## src/fpc_defs.svh

```systemverilog
// Purpose: offsets, field positions, reset values, opcodes and times
// Assumes: 32-bit apb data, 8-bit offsets, byte-wide registers
// Notes:   included by the power/config command block only
`ifndef FPC_DEFS_SVH
`define FPC_DEFS_SVH
// ----------------------------------------
// register byte offsets
// ----------------------------------------
`define FPC_OFF_DATA 8'h00
`define FPC_OFF_STAT 8'h04
`define FPC_OFF_RATE 8'h08
`define FPC_OFF_DOUT 8'h0c
`define FPC_OFF_STB  8'h10
`define FPC_OFF_TAPE 8'h14
// ----------------------------------------
// field positions
// ----------------------------------------
`define FPC_RATE_PC_LO 2
`define FPC_RATE_PC_HI 4
`define FPC_RATE_C48   5
`define FPC_RATE_OSC   6
`define FPC_RATE_SWR   7
`define FPC_DOUT_RSTN  2
`define FPC_PD_AUTO    0
`define FPC_PD_EREG    1
`define FPC_PD_FDI     2
`define FPC_PD_MIN     3
`define FPC_PP_WG      0
`define FPC_PP_GAP     1
`define FPC_PP_OW      7
`define FPC_CF_FIFO    5
// ----------------------------------------
// reset values
// ----------------------------------------
`define FPC_FIFO_RST   1'b0
`define FPC_THR_RST    4'h0
`define FPC_PRECOMP_START_TRACK_RST 8'h00
`define FPC_DOUT_RST   8'h04
// ----------------------------------------
// opcodes, answers, format lengths
// ----------------------------------------
`define FPC_OP_SPEC    8'h03
`define FPC_OP_PERP    8'h12
`define FPC_OP_CONF    8'h13
`define FPC_OP_LOCK    7'h14
`define FPC_OP_PARTID  8'h18
`define FPC_OP_PWRDN   8'h27
`define FPC_OP_SAVE    8'h2e
`define FPC_OP_OPTION  8'h33
`define FPC_OP_RESTORE 8'h4e
`define FPC_OP_FMTWR   8'hef
`define FPC_ST0_INVAL  8'h80
`define FPC_IMG_LEN    5'h10
`define FPC_FMT_RES    5'h07
`define FPC_GAP4A_LEN  8'h50
`define FPC_SYNC_LEN   8'h0c
`define FPC_MARK_LEN   8'h04
`define FPC_GAP1_LEN   8'h32
`define FPC_GAP1_ISO   8'h20
// ----------------------------------------
// times
// ----------------------------------------
`define FPC_CLK_NS     5
`define FPC_T_10MS_NS  10000000
`define FPC_T_HALFS_NS 500000000
`define FPC_T_RST_US   20
`endif

```

## src/fpc_pkg.sv

```systemverilog
// Purpose: types shared by the power/config command block
// Assumes: nothing
// Notes:   constants live in fpc_defs.svh
package fpc_pkg;
  typedef enum logic [2:0] {
    FPC_OPC, FPC_PARAM, FPC_EXEC, FPC_FMT_ID, FPC_FMT_DATA, FPC_RESULT
  } fpc_state_t;
  typedef logic [7:0] fpc_byte_t;
endpackage

```

## src/fpc_cmd.sv

```systemverilog
// Purpose: power, configuration, save/restore, lock and format-write commands
// Assumes: apb master with zero-wait access, one clock
// Notes:   command bytes are written and result bytes read at the data offset
`timescale 1ns/100ps
`include "fpc_defs.svh"
module fpc_cmd
  import fpc_pkg::*;
#(
  parameter int unsigned  TEN_MS_CYC  = (`FPC_T_10MS_NS + `FPC_CLK_NS - 1) / `FPC_CLK_NS,
  parameter int unsigned  HALF_S_CYC  = (`FPC_T_HALFS_NS + `FPC_CLK_NS - 1) / `FPC_CLK_NS,
  parameter logic [2:0]   PART_FAMILY = 3'h5, // arbitrary value
  parameter logic [4:0]   PART_STEP   = 5'h0a // arbitrary value
) (
  input  wire logic        clk,
  input  wire logic        rst_n,
  input  wire logic        psel,
  input  wire logic        penable,
  input  wire logic        pwrite,
  input  wire logic [7:0]  paddr,
  input  wire logic [31:0] pwdata,
  output logic [31:0]      prdata,
  output logic             pready,
  output logic             pslverr,
  output logic [2:0]       precomp_sel,
  output logic [1:0]       data_rate_bits,
  output logic             fifo_enable,
  output logic [3:0]       queue_threshold,
  output logic [7:0]       precomp_start_track,
  output logic             iso_format_select,
  output logic [7:0]       idx_gap4a_len,
  output logic [7:0]       idx_sync_len,
  output logic [7:0]       idx_mark_len,
  output logic [7:0]       gap1_len,
  output logic             powerdown_status,
  output logic             drive_if_float,
  output logic [7:0]       fmt_byte,
  output logic             fmt_byte_valid,
  output logic             fmt_byte_is_id
);
  localparam int unsigned TW = 27;
  if (TEN_MS_CYC == 0 || HALF_S_CYC == 0 || HALF_S_CYC + TEN_MS_CYC >= 2**TW) begin : g_chk
    $error("fpc_cmd: timer counts out of range");
  end

  // ----------------------------------------
  // opcode decode, shared by sequencer and answers
  // ----------------------------------------
  function automatic logic [4:0] op_params(input fpc_byte_t op);
    unique case (op)
      `FPC_OP_SPEC:    op_params = 5'd2;
      `FPC_OP_CONF:    op_params = 5'd3;
      `FPC_OP_PERP,
      `FPC_OP_PWRDN,
      `FPC_OP_OPTION:  op_params = 5'd1;
      `FPC_OP_RESTORE: op_params = `FPC_IMG_LEN;
      `FPC_OP_FMTWR:   op_params = 5'd5;
      default:         op_params = 5'd0;
    endcase
  endfunction

  function automatic logic [4:0] op_results(input fpc_byte_t op);
    if (op[6:0] == `FPC_OP_LOCK) begin
      op_results = 5'd1;
    end else begin
      unique case (op)
        `FPC_OP_SPEC, `FPC_OP_CONF, `FPC_OP_PERP,
        `FPC_OP_OPTION, `FPC_OP_RESTORE: op_results = 5'd0;
        `FPC_OP_SAVE:  op_results = `FPC_IMG_LEN;
        `FPC_OP_FMTWR: op_results = `FPC_FMT_RES;
        default:       op_results = 5'd1;
      endcase
    end
  endfunction

  // ----------------------------------------
  // apb decode
  // ----------------------------------------
  fpc_state_t  state_r;
  fpc_byte_t   opc_r;
  fpc_byte_t   par_mem [16];
  fpc_byte_t   fmt_id_r [4];
  fpc_byte_t   res_byte;
  fpc_byte_t   save_img [16];
  fpc_byte_t   dout_r;
  fpc_byte_t   spec0_r, spec1_r, img8_r, img13_r, precomp_start_track_r;
  fpc_byte_t   pcn_r [4];
  logic [4:0]  par_cnt_r, res_idx_r, res_len_r;
  logic [1:0]  id_cnt_r, rate_r, tape_r, boot_r;
  logic [2:0]  pcomp_r;
  logic [3:0]  pdrv_r, thr_r;
  logic [7:0]  sec_cnt_r;
  logic [14:0] byte_left_r;
  logic [TW-1:0] cnt_r, full_cnt;
  logic        c48_r, osc_r, auto_r, ereg_r, fdi_r, mind_r;
  logic        gap_r, wg_r, lock_r, fifo_r, iso_r, armed_r, ext_used_r;
  logic        wr, rd, setup, mapped, soft_rst, exec, rate_chg, idle, expired;

  assign setup  = psel & ~penable;
  assign wr     = psel & penable & pwrite;
  assign rd     = psel & penable & ~pwrite;
  assign pready = 1'b1;
  assign mapped = paddr == `FPC_OFF_DATA || paddr == `FPC_OFF_STAT ||
                  paddr == `FPC_OFF_RATE || paddr == `FPC_OFF_DOUT ||
                  paddr == `FPC_OFF_STB  || paddr == `FPC_OFF_TAPE;
  assign pslverr = psel & penable & ~mapped;
  // software reset: reset bit low in the output register or reset bit in the rate register
  assign soft_rst = wr & ((paddr == `FPC_OFF_DOUT & ~pwdata[`FPC_DOUT_RSTN]) |
                          (paddr == `FPC_OFF_RATE & pwdata[`FPC_RATE_SWR]));
  assign exec     = state_r == FPC_EXEC;
  assign idle     = state_r == FPC_OPC;

  // read data is captured in the setup cycle so the access phase needs no wait
  always_ff @(posedge clk) begin
    if (!rst_n) begin
      prdata <= 32'h0000_0000;
    end else if (setup & ~pwrite) begin
      unique case (paddr)
        `FPC_OFF_DATA: prdata <= {24'h0, (state_r == FPC_RESULT) ? res_byte : 8'h00};
        `FPC_OFF_STAT: prdata <= {27'h0, armed_r & ~expired, powerdown_status,
                                  state_r == FPC_FMT_ID || state_r == FPC_FMT_DATA,
                                  state_r == FPC_RESULT, ~idle};
        `FPC_OFF_RATE: prdata <= {24'h0, 1'b0, osc_r, c48_r, pcomp_r, rate_r};
        `FPC_OFF_DOUT: prdata <= {24'h0, dout_r};
        `FPC_OFF_STB:  prdata <= ereg_r ? {24'h0, powerdown_status, idle, drive_if_float,
                                           3'h0, dout_r[1:0]} : {30'h0, dout_r[1:0]};
        `FPC_OFF_TAPE: prdata <= ereg_r ? {24'h0, powerdown_status, idle, 2'h0,
                                           boot_r, tape_r} : {30'h0, tape_r};
        default:       prdata <= 32'h0000_0000;
      endcase
    end
  end

  // ----------------------------------------
  // command sequencer
  // ----------------------------------------
  always_ff @(posedge clk) begin
    fmt_byte_valid <= 1'b0;
    if (!rst_n) begin
      state_r        <= FPC_OPC;
      opc_r          <= 8'h00;
      par_cnt_r      <= 5'd0;
      res_idx_r      <= 5'd0;
      res_len_r      <= 5'd0;
      id_cnt_r       <= 2'd0;
      sec_cnt_r      <= 8'h00;
      byte_left_r    <= 15'h0000;
      fmt_byte       <= 8'h00;
      fmt_byte_is_id <= 1'b0;
      for (int i = 0; i < 4; i++) fmt_id_r[i] <= 8'h00;
      for (int i = 0; i < 16; i++) par_mem[i] <= 8'h00;
    end else if (soft_rst) begin
      state_r <= FPC_OPC; // a pending command is dropped
    end else begin
      unique case (state_r)
        FPC_OPC: if (wr && paddr == `FPC_OFF_DATA) begin
          opc_r     <= pwdata[7:0];
          par_cnt_r <= 5'd0;
          state_r   <= (op_params(pwdata[7:0]) == 5'd0) ? FPC_EXEC : FPC_PARAM;
        end
        FPC_PARAM: if (wr && paddr == `FPC_OFF_DATA) begin
          par_mem[par_cnt_r[3:0]] <= pwdata[7:0];
          par_cnt_r <= par_cnt_r + 5'd1;
          if (par_cnt_r + 5'd1 == op_params(opc_r)) state_r <= FPC_EXEC;
        end
        FPC_EXEC: begin
          res_idx_r <= 5'd0;
          res_len_r <= op_results(opc_r);
          sec_cnt_r <= 8'h00;
          id_cnt_r  <= 2'd0;
          // fill byte par_mem[4] is never looked at
          if (opc_r == `FPC_OP_FMTWR && par_mem[2] != 8'h00) state_r <= FPC_FMT_ID;
          else if (op_results(opc_r) != 5'd0) state_r <= FPC_RESULT;
          else state_r <= FPC_OPC;
        end
        FPC_FMT_ID: if (wr && paddr == `FPC_OFF_DATA) begin
          fmt_id_r[id_cnt_r] <= pwdata[7:0];
          fmt_byte       <= pwdata[7:0];
          fmt_byte_valid <= 1'b1;
          fmt_byte_is_id <= 1'b1;
          id_cnt_r       <= id_cnt_r + 2'd1;
          if (id_cnt_r == 2'd3) begin
            byte_left_r <= 15'h0080 << pwdata[2:0];
            state_r     <= FPC_FMT_DATA;
          end
        end
        FPC_FMT_DATA: if (wr && paddr == `FPC_OFF_DATA) begin
          fmt_byte       <= pwdata[7:0];
          fmt_byte_valid <= 1'b1;
          fmt_byte_is_id <= 1'b0;
          byte_left_r    <= byte_left_r - 15'h0001;
          if (byte_left_r == 15'h0001) begin
            sec_cnt_r <= sec_cnt_r + 8'h01;
            // whole track: keep going until the sector count is reached
            state_r   <= (sec_cnt_r + 8'h01 == par_mem[2]) ? FPC_RESULT : FPC_FMT_ID;
          end
        end
        FPC_RESULT: if (rd && paddr == `FPC_OFF_DATA) begin
          res_idx_r <= res_idx_r + 5'd1;
          if (res_idx_r + 5'd1 == res_len_r) state_r <= FPC_OPC;
        end
      endcase
    end
  end

  // ----------------------------------------
  // save image and result bytes
  // ----------------------------------------
  always_comb begin
    save_img[0]  = {1'b0, osc_r, 1'b0, pcomp_r, rate_r};
    save_img[1]  = {7'h00, iso_r};
    for (int i = 0; i < 4; i++) save_img[2 + i] = pcn_r[i];
    save_img[6]  = spec0_r;
    save_img[7]  = spec1_r;
    save_img[8]  = img8_r;
    save_img[9]  = {lock_r, 1'b0, pdrv_r, gap_r, wg_r};
    save_img[10] = {2'h0, fifo_r, 1'b0, thr_r};
    save_img[11] = precomp_start_track_r;
    save_img[12] = {4'h0, mind_r, fdi_r, ereg_r, auto_r};
    save_img[13] = img13_r;
    save_img[14] = 8'h00;
    save_img[15] = 8'h00;
  end

  always_comb begin
    res_byte = `FPC_ST0_INVAL;
    if (opc_r[6:0] == `FPC_OP_LOCK) res_byte = {3'h0, lock_r, 4'h0};
    else if (opc_r == `FPC_OP_SAVE) res_byte = save_img[res_idx_r[3:0]];
    else if (opc_r == `FPC_OP_PARTID) res_byte = {PART_FAMILY, PART_STEP};
    else if (opc_r == `FPC_OP_PWRDN) res_byte = save_img[12];
    else if (opc_r == `FPC_OP_FMTWR) begin
      if (res_idx_r == 5'd0) res_byte = {5'h00, par_mem[0][2:0]};
      else if (res_idx_r < 5'd3) res_byte = 8'h00;
      else res_byte = fmt_id_r[2'(res_idx_r - 5'd3)];
    end
  end

  // ----------------------------------------
  // rate, output and tape registers
  // ----------------------------------------
  assign rate_chg = (wr && paddr == `FPC_OFF_RATE && pwdata[1:0] != rate_r) ||
                    (exec && opc_r == `FPC_OP_RESTORE && par_mem[0][1:0] != rate_r);

  always_ff @(posedge clk) begin
    if (!rst_n) begin
      rate_r <= 2'h0;
      pcomp_r <= 3'h0;
      c48_r <= 1'b0;
      osc_r <= 1'b0;
    end else if (wr && paddr == `FPC_OFF_RATE) begin
      rate_r  <= pwdata[1:0];
      pcomp_r <= pwdata[`FPC_RATE_PC_HI:`FPC_RATE_PC_LO];
      c48_r   <= pwdata[`FPC_RATE_C48];
      osc_r   <= pwdata[`FPC_RATE_OSC];
    end else if (exec && opc_r == `FPC_OP_RESTORE) begin
      rate_r  <= par_mem[0][1:0];
      pcomp_r <= par_mem[0][`FPC_RATE_PC_HI:`FPC_RATE_PC_LO];
      osc_r   <= par_mem[0][`FPC_RATE_OSC];
    end
  end

  // boot select bits only take writes while the extended registers are on
  always_ff @(posedge clk) begin
    if (!rst_n) begin
      dout_r <= `FPC_DOUT_RST;
      tape_r <= 2'h0;
      boot_r <= 2'h0;
    end else if (wr && paddr == `FPC_OFF_DOUT) begin
      dout_r <= pwdata[7:0];
    end else if (wr && paddr == `FPC_OFF_TAPE) begin
      tape_r <= pwdata[1:0];
      if (ereg_r) boot_r <= pwdata[3:2];
    end
  end

  // ----------------------------------------
  // powerdown parameters: hardware reset only
  // ----------------------------------------
  always_ff @(posedge clk) begin
    if (!rst_n) begin
      auto_r <= 1'b0;
      ereg_r <= 1'b0;
      fdi_r  <= 1'b0;
      mind_r <= 1'b0;
    end else if (exec && (opc_r == `FPC_OP_PWRDN || opc_r == `FPC_OP_RESTORE)) begin
      // software reset is not a term here, so the settings survive it
      auto_r <= par_mem[opc_r == `FPC_OP_PWRDN ? 0 : 12][`FPC_PD_AUTO];
      ereg_r <= par_mem[opc_r == `FPC_OP_PWRDN ? 0 : 12][`FPC_PD_EREG];
      fdi_r  <= par_mem[opc_r == `FPC_OP_PWRDN ? 0 : 12][`FPC_PD_FDI];
      mind_r <= par_mem[opc_r == `FPC_OP_PWRDN ? 0 : 12][`FPC_PD_MIN];
    end
  end

  // ----------------------------------------
  // configure, lock, perpendicular, option, specify, cylinders
  // ----------------------------------------
  always_ff @(posedge clk) begin
    if (!rst_n) begin
      lock_r   <= 1'b0;
      fifo_r   <= `FPC_FIFO_RST;
      thr_r    <= `FPC_THR_RST;
      precomp_start_track_r <= `FPC_PRECOMP_START_TRACK_RST;
      gap_r    <= 1'b0;
      wg_r     <= 1'b0;
      pdrv_r   <= 4'h0;
      iso_r    <= 1'b0;
      spec0_r  <= 8'h00;
      spec1_r  <= 8'h00;
      img8_r   <= 8'h00;
      img13_r  <= 8'h00;
      for (int i = 0; i < 4; i++) pcn_r[i] <= 8'h00;
    end else if (soft_rst) begin
      gap_r <= 1'b0;
      wg_r  <= 1'b0;
      if (!lock_r) begin
        fifo_r   <= `FPC_FIFO_RST;
        thr_r    <= `FPC_THR_RST;
        precomp_start_track_r <= `FPC_PRECOMP_START_TRACK_RST;
      end
    end else if (exec) begin
      if (opc_r[6:0] == `FPC_OP_LOCK) lock_r <= opc_r[7];
      if (opc_r == `FPC_OP_CONF) begin
        fifo_r   <= par_mem[1][`FPC_CF_FIFO];
        thr_r    <= par_mem[1][3:0];
        precomp_start_track_r <= par_mem[2];
      end
      if (opc_r == `FPC_OP_PERP) begin
        wg_r  <= par_mem[0][`FPC_PP_WG];
        gap_r <= par_mem[0][`FPC_PP_GAP];
        if (par_mem[0][`FPC_PP_OW]) pdrv_r <= par_mem[0][5:2];
      end
      if (opc_r == `FPC_OP_OPTION) iso_r <= par_mem[0][0];
      if (opc_r == `FPC_OP_SPEC) begin
        spec0_r <= par_mem[0];
        spec1_r <= par_mem[1];
      end
      if (opc_r == `FPC_OP_RESTORE) begin
        iso_r    <= par_mem[1][0];
        for (int i = 0; i < 4; i++) pcn_r[i] <= par_mem[2 + i];
        spec0_r  <= par_mem[6];
        spec1_r  <= par_mem[7];
        img8_r   <= par_mem[8];
        lock_r   <= par_mem[9][7];
        pdrv_r   <= par_mem[9][5:2];
        gap_r    <= par_mem[9][1];
        wg_r     <= par_mem[9][0];
        fifo_r   <= par_mem[10][`FPC_CF_FIFO];
        thr_r    <= par_mem[10][3:0];
        precomp_start_track_r <= par_mem[11];
        img13_r  <= par_mem[13];
      end
    end
  end

  // ----------------------------------------
  // minimum power-up timer
  // ----------------------------------------
  always_comb begin
    logic msel;
    msel = mind_r;
    if (exec && opc_r == `FPC_OP_PWRDN) msel = par_mem[0][`FPC_PD_MIN];
    if (exec && opc_r == `FPC_OP_RESTORE) msel = par_mem[12][`FPC_PD_MIN];
    full_cnt = msel ? TW'(HALF_S_CYC) : TW'(TEN_MS_CYC);
  end
  assign expired = armed_r & (cnt_r == '0);

  // a single extension per countdown keeps the total stretch within 10 ms
  always_ff @(posedge clk) begin
    if (!rst_n) begin
      cnt_r      <= '0;
      armed_r    <= 1'b0;
      ext_used_r <= 1'b0;
    end else if (soft_rst || (exec && (opc_r == `FPC_OP_PWRDN || opc_r == `FPC_OP_RESTORE))) begin
      cnt_r      <= full_cnt;
      ext_used_r <= 1'b0;
      if (!soft_rst) armed_r <= 1'b1;
    end else if (cnt_r != '0) begin
      if (rate_chg && !ext_used_r) begin
        cnt_r      <= cnt_r - TW'(1) + TW'(TEN_MS_CYC);
        ext_used_r <= 1'b1;
      end else begin
        cnt_r <= cnt_r - TW'(1);
      end
    end
  end

  // sleep needs auto powerdown on, the timer run out and no command in flight
  always_ff @(posedge clk) begin
    if (!rst_n) powerdown_status <= 1'b0;
    else powerdown_status <= auto_r & expired & idle & ~soft_rst;
  end

  // ----------------------------------------
  // drive-side outputs
  // ----------------------------------------
  assign drive_if_float = powerdown_status & ~fdi_r;
  // perpendicular drives write with zero precompensation unless gap or write-gate is set
  assign precomp_sel = (gap_r | wg_r | ~pdrv_r[dout_r[1:0]]) ? pcomp_r : 3'h0;
  assign data_rate_bits      = rate_r;
  assign fifo_enable         = fifo_r;
  assign queue_threshold     = thr_r;
  assign precomp_start_track = precomp_start_track_r;
  assign iso_format_select   = iso_r;
  assign idx_gap4a_len = iso_r ? 8'h00 : `FPC_GAP4A_LEN;
  assign idx_sync_len  = iso_r ? 8'h00 : `FPC_SYNC_LEN;
  assign idx_mark_len  = iso_r ? 8'h00 : `FPC_MARK_LEN;
  assign gap1_len      = iso_r ? `FPC_GAP1_ISO : `FPC_GAP1_LEN;
endmodule

```

## config.mk

```make
export PLATFORM = sky130hd
export DESIGN_NAME = fpc_cmd
export DESIGN_NICKNAME = d
export VERILOG_FILES = /design/src/fpc_pkg.sv /design/src/fpc_cmd.sv
export VERILOG_INCLUDE_DIRS = /design/src
export SDC_FILE = /design/constraint.sdc
export NUM_CORES = 1
export LEC_CHECK = 0
export BUFFER_PORTS_ARGS = -buffer_cell sky130_fd_sc_hd__buf_2
export CAP_MARGIN = 40
export CORE_UTILIZATION = 34
export DETAILED_ROUTE_END_ITERATION = 12
export SYNTH_ARGS = -nofsm -noshare
export SYNTH_HDL_FRONTEND = slang
export SYNTH_SLANG_ARGS = --single-unit
```

## constraint.sdc

```tcl
create_clock -name clk -period 11.24 [get_ports clk]
set_input_delay 3.372 -clock clk [delete_from_list [all_inputs] [get_ports clk]]
set_output_delay 3.372 -clock clk [all_outputs]
set_load 0.1 [all_outputs]
```

==> results of run 1 <==
-- sequential cells by signal, indices dropped and copies added, names as in the netlist, 8 cells and up --
signal and flops:
byte_left_r 15, cnt_r 27, dout_r 8, fmt_byte 8
fmt_id_r 32, img13_r 8, img8_r 8, opc_r 8
par_mem 104, pcn_r 32, prdata 8, precomp_start_track 8
sec_cnt_r 8, spec0_r 8, spec1_r 8
-- synth_stat cells (all sizes together) (13+ instances only) --
| master | count | share of area |
|---|---|---|
| a21oi | 127 | 0.037 |
| a22o | 19 | 0.0095 |
| a311oi | 29 | 0.015 |
| a31oi | 13 | 0.0046 |
| and2 | 113 | 0.040 |
| and3 | 15 | 0.0054 |
| buf | 78 | 0.032 |
| clkbuf | 122 | 0.026 |
| dfxtp | 173 | 0.20 |
| edfxtp | 168 | 0.29 |
| inv | 19 | 0.0041 |
| mux2i | 36 | 0.021 |
| mux4 | 23 | 0.030 |
| nand2 | 206 | 0.044 |
| nand2b | 16 | 0.0057 |
| nand3 | 45 | 0.014 |
| nand4 | 23 | 0.0082 |
| nor2 | 180 | 0.039 |
| nor3 | 90 | 0.027 |
| nor4 | 39 | 0.016 |
| o21ai | 82 | 0.024 |
| or3 | 14 | 0.0050 |
| xnor2 | 40 | 0.020 |
| xor2 | 20 | 0.010 |
-- area by class of cell --
cell class / count / area [µm²]
Fill cell: 4923 / 30900
Inverter: 23 / 88.8
Antenna cell: 1 / 2.50
Timing Repair Buffer: 107 / 686
Sequential cell: 341 / 8510
Tap cell: 672 / 841
Multi-Input combinational cell: 1332 / 8100
Clock buffer: 54 / 1110
Clock inverter: 16 / 193
-- report_power, final --
part           leakage [µW]  switching, µW  internal (µW)
clock              0.000643            518            787
sequential          0.00307           80.1           1370
combinational       0.00315            551            272
total               0.00687           1150           2430
-- cells in the final DEF (no fill, tap or decap), types with 12 or more instances in the layout --
| cell type | Yosys | routed |
|---|---|---|
| nand2_1 | 206 | 206 |
| nor2_1 | 179 | 177 |
| dfxtp_1 | 173 | 172 |
| edfxtp_1 | 168 | 168 |
| a21oi_1 | 126 | 125 |
| and2_1 | 113 | 113 |
| nor3_1 | 88 | 88 |
| o21ai_0 | 76 | 76 |
| buf_2 | 5 | 76 |
| conb_1 | 2 | 50 |
| nand3_1 | 43 | 43 |
| clkbuf_16 | 0 | 41 |
| xnor2_1 | 40 | 40 |
| mux2i_1 | 36 | 36 |
| nor4_1 | 35 | 34 |
| a311oi_1 | 28 | 28 |
| buf_4 | 70 | 27 |
| nand4_1 | 23 | 23 |
| mux4_2 | 23 | 23 |
| xor2_1 | 20 | 20 |
| inv_1 | 19 | 19 |
| a22o_1 | 19 | 19 |
| nand2b_1 | 16 | 16 |
| and3_1 | 15 | 15 |
| or3_1 | 14 | 14 |
| a31oi_1 | 13 | 13 |
| nor2b_1 | 12 | 12 |
| a22oi_1 | 12 | 12 |
| ha_1 | 12 | 12 |
-- metal layers --
layer | vias up | part of all wire
li1 | 6541 | -
met1 | 6682 | 0.43
met2 | 493 | 0.47
met3 | 111 | 0.061
met4 | 0 | 0.038
met5 | - | 0
-- worst max path at each step --
stage	slack [ps]	end	from
after detailed placement	3100	pslverr	paddr[1]
after CTS	3110	pslverr	paddr[1]
after global placement	3100	pslverr	paddr[1]
after global routing	3020	pslverr	paddr[1]
final	3100	pslverr	paddr[1]
after floorplan	2270	pslverr	paddr[3]
-- cell families (layout without fill, tap and decap cells) --
logic type / Yosys count / after routing
other: 2 / 51
xor gates and xnor gates: 60 / 60
adders and majority gates: 13 / 13
DFF: 341 / 341
AOI/OAI and AO/OA: 353 / 353
muxes: 68 / 68
buffers and inverters: 223 / 200
and+or+nand+nor: 788 / 788
-- worst reg2reg max path, cell delays in order (launching register included) --
cell	delay [ps]
dfxtp_2	310
buf_4	560
inv_1	360
ha_1	740
and3_1	240
o2111ai_1	150
nor4_1	510
o21ai_0	200
a21oi_2	230
o2111a_1	220
nor3_1	50
-- through the flow --
stage | utilization | hold WS [ps] | instance area, µm²
after detailed placement | 0.361 | 443 | 18200
after floorplan | - | 436 | 17700
after global placement | 0.358 | 437 | 18100
after global routing | 0.387 | 472 | 19500
after CTS | 0.387 | 449 | 19500
final | 0.387 | 452 | 19500
==> metrics.cfg, run 1 <==
[status]
status = finished clean

[setup_path]
crit_slowest_cell = or4_1
worstSetupEndpointType = output pin
worstPathRequired_ps = 7870
critPathArrivalTime_ps = 4770
crit_type = in -> out
max_stage_delay_ps = 650
timing.rr.start = res_idx_r[0]
reg2reg_depth = 10
critPathMostFrequentCell = buf_2
cp.depth = 5
cp-start-kind = input pin
cp_top_family = simple AND/OR/NAND/NOR gates
path_buf_inv = 2
r2r_slack_ps = 7520
crit_path_cell_trace = buf_2 -> or4_1 -> nor2_1 -> a21oi_1 -> buf_2
r2r-end = state_r[0]
critPathMaxFanout = 5

[sta]
layout_setup_ws_ps = 3100
slew_headroom = 0.363
setup_viol_count_final = 0
tightest_slew_ps = 946
fin_setup_tns_ps = 0
hold_viol_final = 0
rsz0062_at_grt = false
fmaxAchievable_ghz = 0.123
period_needed_ps = 8140
timing.final.crit_share = 0.725
skew_ps = 15.1
slew_viol_final = 0

[final_layout]
instances_no_fill = 2546
drive_gt1_frac = 0.124
area_delta_synth_final_pct = 11.5
fin_nets = 1900

[global_route]
met3_usage = 0.0241
grt_max_degree = 49
grt_pass1_vias = 13100
track_usage = 0.190
busiest_layer = met2
antenna_found_initial = 0
grt_use_met2 = 0.307
overflow = 0
grt_pass1_wl_um = 78200
met1_usage = 0.256

[drt]
vias = 13800
final_antenna_net_count = 0
routed_wirelength_um = 50400
avgRoutedWirePerCell_um = 19.8
viasPerCell = 5.43
first_iter_violations = 1342
drt_first_pass_iters = 5
drcViolationCount = 0

[synth]
async_flop_share = 0
synthMuxAreaShare = 0.0559
syn_inst = 1848
synth_edf_count = 168
ys.flop_type = dfxtp_1
synth_compound_area_frac = 0.130
yosysUniqueCellTypes = 93
synth_top_family_by_area = simple AND/OR/NAND/NOR gates
synthAdderAreaFrac = 0.00914
yosysWarnings = 0
yosys.area_share.simple = 0.225
yosys.area_share.xor_xnor = 0.0300
avgSynthCellArea_um2 = 9.48
syn_area_mm2 = 0.0175
synth-seq-area-share = 0.486
synth_seq_cells = 341

[placed_design]
dp_cells = 2474
gp_congestion = 0.913
numPortBuffers = 67
place_ws_ps = 3100
hpwlAfterDp_um = 34500

[die]
die_width_um = 229
start_util = 0.347
dieArea_mm2 = 0.0524
coreArea_mm2 = 0.0505
die_height_um = 229
row_count = 82
io_pins = 142

[power_and_ir_drop]
leakagePower_uw = 0.00687
fin_total_pwr_uw = 3580
vdd_drop_max_mv = 0.0847
p_per_area_mw_per_mm2 = 183

[clocking]
clkSlewWorstSetupHoldPaths_ps = 60
ctsHoldBuffers = 0
post-cts-setup-buffers = 0
cts_tree = yes
cts_root_buf = clkbuf_16
clock_latency_ps = 540
clockBufferDepth = 3
htree_levels = 2
clock_sinks = 341
post_cts_resized = 0
cts_buffers = 38

[min_path]
whs_endpoint = img13_r[4]
min_path_type = reg -> reg
worstHoldStart = par_mem[13][4]
worstHoldPathCells = 1

[job]
max_cap_violations = 0

(Power assumes the default switching activity.)
==> inputs of run 2 (changes only) <==
--- a/config.mk
+++ b/config.mk
@@ -6,6 +6,7 @@
 export SDC_FILE = /design/constraint.sdc
 export NUM_CORES = 1
 export LEC_CHECK = 0
+export ABC_AREA = 1
 export BUFFER_PORTS_ARGS = -buffer_cell sky130_fd_sc_hd__buf_2
 export CAP_MARGIN = 40
 export CORE_UTILIZATION = 34
==> constraint.sdc (replaced) <==
create_clock -name clk -period 6.7 [get_ports clk]
set_input_delay 2.01 -clock clk [delete_from_list [all_inputs] [get_ports clk]]
set_output_delay 2.01 -clock clk [all_outputs]
set_load 0.1 [all_outputs]
==> metrics.cfg, run 2 <==
[placed_design]
gp_congestion = 0.939
placed_area_mm2 = 0.0181
numPortBuffers = 67
hpwlAfterDp_um = 38600

[setup_path]
r2r_slack_ps = 3100
r2r-end = prdata[0]
worstPathRequired_ps = 4690
crit_type = in -> out
startpoint = paddr[1]
critPathMaxFanout = 6
crit_slowest_cell = or2_1
critPathMostFrequentCell = buf_2
cp-start-kind = input pin
crit_path_cell_trace = buf_2 -> or2_1 -> nor3_1 -> nand2_1 -> o211ai_1 -> nor2_1 -> buf_2
max_stage_delay_ps = 350
worstSetupEndpointType = output pin
timing.rr.start = res_idx_r[1]
critPathArrivalTime_ps = 3540
crit_end = pslverr
reg2reg_depth = 10

[drt]
wl_met2_um = 24800
avgRoutedWirePerCell_um = 18.4
wl_met1_um = 23800
first_iter_violations = 1452
routed_wirelength_um = 53700
vias = 15200
wl_met3_um = 3750
final_antenna_net_count = 0
top_layer_used = met4
drcViolationCount = 0
viasPerCell = 5.19
drt_first_pass_iters = 6

[synth]
synth-seq-area-share = 0.488
yosysTopAreaCell = edfxtp_1
yosysWarnings = 0
synth_edf_count = 168
async_flop_share = 0
syn_area_mm2 = 0.0174
synth.most_common_cell = nand2_1
synthTopCellsByArea = edfxtp_1, dfxtp_1, nand2_1
ys.flop_type = dfxtp_1
avgSynthCellArea_um2 = 7.95
yosysUniqueCellTypes = 58
yosys.area.top_type_share = 0.289
synth_common_cells = nand2_1, nor2_1, inv_1
synth_seq_cells = 341
syn_inst = 2195

[clocking]
cts_buffers = 40
post_cts_resized = 0
clock_latency_ps = 600
post-cts-setup-buffers = 0
htree_levels = 2
cts_root_buf = clkbuf_16
clkSlewWorstSetupHoldPaths_ps = 60
clockBufferDepth = 3
ctsHoldBuffers = 0
cts_tree = yes
clock_sinks = 341

[sta]
period_needed_ps = 5550
slew_viol_final = 0
skew_ps = 54.4
tightest_slew_ps = 870
slew_headroom = 0.419
timing.final.crit_share = 0.828
setup_viol_count_final = 0
fin_setup_tns_ps = 0
hold_viol_final = 0
fmaxAchievable_ghz = 0.180
rsz0062_at_grt = false

[die]
die_width_um = 228
die_height_um = 228
coreArea_mm2 = 0.0504
row_count = 82
start_util = 0.346
io_pins = 142
dieArea_mm2 = 0.0522

[final_layout]
top_register = par_mem
drive_gt1_frac = 0.0928
fin_nets = 2277
n_antenna_cell = 0
largest_register_ffs = 104
area_delta_synth_final_pct = 11.3
final_common_cell = nand2_1
largestRegisters = par_mem (104), fmt_id_r (32), pcn_r (32)
final_cell_mix = nand2_1, nor2_1, inv_1
final_area_mm2 = 0.0194
final_util = 0.385

[power_and_ir_drop]
vdd_drop_max_mv = 0.201
leakagePower_uw = 0.00786
p_per_area_mw_per_mm2 = 319
fin_total_pwr_uw = 6200
clkPwrFrac = 0.353
combinationalPowerShare = 0.256
p_switching_uw = 2190
switching_share = 0.353
pwr-share-seq = 0.391
p_int_uw = 4010

[min_path]
min_path_type = reg -> reg
worstHoldStart = tape_r[0]

[global_route]
grt_pass1_wl_um = 83100
overflow = 0
grt_max_degree = 68
track_usage = 0.203
antenna_found_initial = 0
grt_pass1_vias = 14200

[job]
max_cap_violations = 0

[status]
status = finished clean

[run 2: changes by cell type in the layout (fill, tap and decap cells not counted), sizes merged, moves of 31 or more]
cell,before,now
xnor2,40,7
inv,23,240
nand2,206,440
nor4,39,8
nor2,180,372
and2,113,0
nand3,45,121
o21ai,82,154
mux2i,36,1
nor3,90,24
[run 2: worst min path at each step]
stage,cells after the start,slack [ps],end
floorplan,2,430,tape_r[0]
global placement,2,440,tape_r[0]
detailed placement,2,450,tape_r[0]
CTS,2,460,tape_r[0]
global route,2,490,img8_r[5]
finish,2,460,tape_r[0]
[run 2: area by class of cell]
type                    instances  area (µm²)
inverters                     244         928
well taps                     672         841
repair buffers                 86         493
clock buffers                  64        1120
multi-input cells            1507        7320
fillers                      5178       31000
clock inverters                10         193
flip-flops and latches        341        8510
[run 2: per-layer routing]
metal | global-route usage | vias up
met3 | 0.0277 | 96
met2 | 0.334 | 576
li1 | - | 7268
met1 | 0.276 | 7225
met4 | 0.0625 | 0
met5 | 0 | -
[run 2: worst max-delay path, delay by kind of cell]
family / cells / cell delay (ps)
AOI/OAI and AO/OA: 1 / 210
and+or+nand+nor: 4 / 920
buffers and inverters: 2 / 390
[run 2: power groups by stage]
stage / combinational (µW) / clock (µW) / sequential (µW)
after global routing: 1770 / 2320 / 2440
after global placement: 1550 / 0 / 2460
final: 1590 / 2190 / 2420
after CTS: 1580 / 2220 / 2420
after detailed placement: 1570 / 0 / 2460
after floorplan: 1230 / 0 / 2430
[run 2: through the flow]
step                      setup WS (ps)  cells  hold WS (ps)
after floorplan                     867   2243           430
after global placement             1200   2847           444
after detailed placement           1180   2850           451
after CTS                          1170   2924           460
after global routing               1010   2924           487
final                              1150   2924           463
[run 2: cells by family after synthesis]
group                      after synthesis  share of synthesized area
muxes                                    1                   0.000574
buffers and inverters                  395                      0.104
DFF                                    341                      0.488
adders and majority gates               12                    0.00861
xor gates and xnor gates                32                     0.0161
other                                    2                   0.000431
AOI/OAI and AO/OA                      407                      0.138
and+or+nand+nor                       1005                      0.245
==> inputs of run 3 (changes only) <==
--- a/config.mk
+++ b/config.mk
@@ -6,7 +6,7 @@
 export SDC_FILE = /design/constraint.sdc
 export NUM_CORES = 1
 export LEC_CHECK = 0
-export ABC_AREA = 1
+export ABC_AREA = 0
 export BUFFER_PORTS_ARGS = -buffer_cell sky130_fd_sc_hd__buf_2
 export CAP_MARGIN = 40
 export CORE_UTILIZATION = 34
==> constraint.sdc (replaced) <==
create_clock -name clk -period 5.15 [get_ports clk]
set_input_delay 1.545 -clock clk [delete_from_list [all_inputs] [get_ports clk]]
set_output_delay 1.545 -clock clk [all_outputs]
set_load 0.1 [all_outputs]
==> metrics.cfg, run 3 (synthesis results as in run 1) <==
[status]
status = finished clean

[clocking]
clkSlewWorstSetupHoldPaths_ps = 70
htree_levels = 2
cts_buffers = 38
cts_root_buf = clkbuf_16
ctsHoldBuffers = 0
cts_tree = yes
clockBufferDepth = 3
clock_latency_ps = 550
post_cts_resized = 0
post-cts-setup-buffers = 0
clock_sinks = 341

[drt]
viasPerCell = 5.43
vias = 13800
avgRoutedWirePerCell_um = 19.6
first_iter_violations = 1300
drt_first_pass_iters = 5
final_antenna_net_count = 0
drcViolationCount = 0
routed_wirelength_um = 50100

[setup_path]
worstPathRequired_ps = 3610
crit_type = in -> out
critPathArrivalTime_ps = 2960
worstSetupEndpointType = output pin
r2r_slack_ps = 1390
critPathMaxFanout = 5
cp-start-kind = input pin

[sta]
period_needed_ps = 4500
skew_ps = 16.1
setup_viol_count_final = 0
slew_viol_final = 0
timing.final.crit_share = 0.875
fin_setup_tns_ps = 0
slew_headroom = 0.350
tightest_slew_ps = 950
hold_viol_final = 0
rsz0062_at_grt = false
fmaxAchievable_ghz = 0.222

[final_layout]
fin_nets = 1908
seq_area_mm2 = 0.00851
drive_gt1_frac = 0.127
final_util = 0.385
n_antenna_cell = 0
multi_input_area_mm2 = 0.00810
final_cell_mix = nand2_1, nor2_1, dfxtp_1
fillers = 4945
final_area_mm2 = 0.0194
top_register = par_mem
area_delta_synth_final_pct = 11.0
largestRegisters = par_mem (104), fmt_id_r (32), pcn_r (32)
final_common_cell = nand2_1
largest_register_ffs = 104

[power_and_ir_drop]
vdd_drop_max_mv = 0.231
leakagePower_uw = 0.00682
fin_total_pwr_uw = 7530
p_per_area_mw_per_mm2 = 388

[global_route]
antenna_found_initial = 0
grt_pass1_vias = 13000
track_usage = 0.188
overflow = 0
grt_max_degree = 76
grt_pass1_wl_um = 76900

[die]
io_pins = 142
start_util = 0.347
dieArea_mm2 = 0.0524
die_width_um = 229
row_count = 82
die_height_um = 229
coreArea_mm2 = 0.0505

[placed_design]
numPortBuffers = 67
placed_area_mm2 = 0.0183
gp_congestion = 0.915
hpwlAfterDp_um = 34500

[min_path]
min_path_type = reg -> reg

[job]
max_cap_violations = 0

[run 3: changes by cell type in the layout (fill, tap and decap cells not counted), moves of 27 or more]
cell / change
o21ai_0: -66
nor4_1: +27
inv_1: -196
nand2_1: -223
and2_1: +113
nor2_1: -175
nand3_1: -76
xnor2_1: +33
buf_4: +29
mux2i_1: +35
nor3_1: +68
[run 3: worst paths after layout]
kind,cells past startpoint,from,endpoint
worst max-delay path,5,paddr[1],pslverr
worst min-delay path,2,fmt_byte[3],fmt_byte[3]
worst max register to register,12,cnt_r[0],cnt_r[23]
worst min register to register,2,fmt_byte[3],fmt_byte[3]
[run 3: where the power goes]
part           switching [µW]  internal (µW)  leakage [µW]  total [µW]
Sequential                193           2990       0.00307        3190
Clock                    1130           1460      0.000568        2600
Combinational            1170            584       0.00318        1750
[run 3: final cells by class]
| class | instances | area share |
|---|---|---|
| Sequential cell | 341 | 0.438 |
| Timing Repair Buffer | 115 | 0.0372 |
| Inverter | 23 | 0.00457 |
| Clock inverter | 19 | 0.00766 |
| Multi-Input combinational cell | 1332 | 0.417 |
| Clock buffer | 49 | 0.0526 |
| Tap cell | 672 | 0.0433 |
[run 3: per-layer routing]
layer | vias to the layer above | GRT usage | part of all wire
met2 | 519 | 0.311 | 0.47
met5 | - | 0 | 0
met3 | 117 | 0.0261 | 0.066
li1 | 6537 | - | -
met4 | 0 | 0.0825 | 0.043
met1 | 6676 | 0.246 | 0.42
[run 3: critical path, cell delays in order]
cell and delay, ps:
buf_2 90, or4_1 650, nor2_1 290, a21oi_2 80, buf_2 300
[run 3: metrics by stage]
stage,setup WS (ps),hold WS (ps),std cells
final,645,452,2551
after global placement,623,438,2481
after global routing,601,465,2551
after CTS,649,452,2551
after floorplan,436,436,1896
after detailed placement,577,443,2483
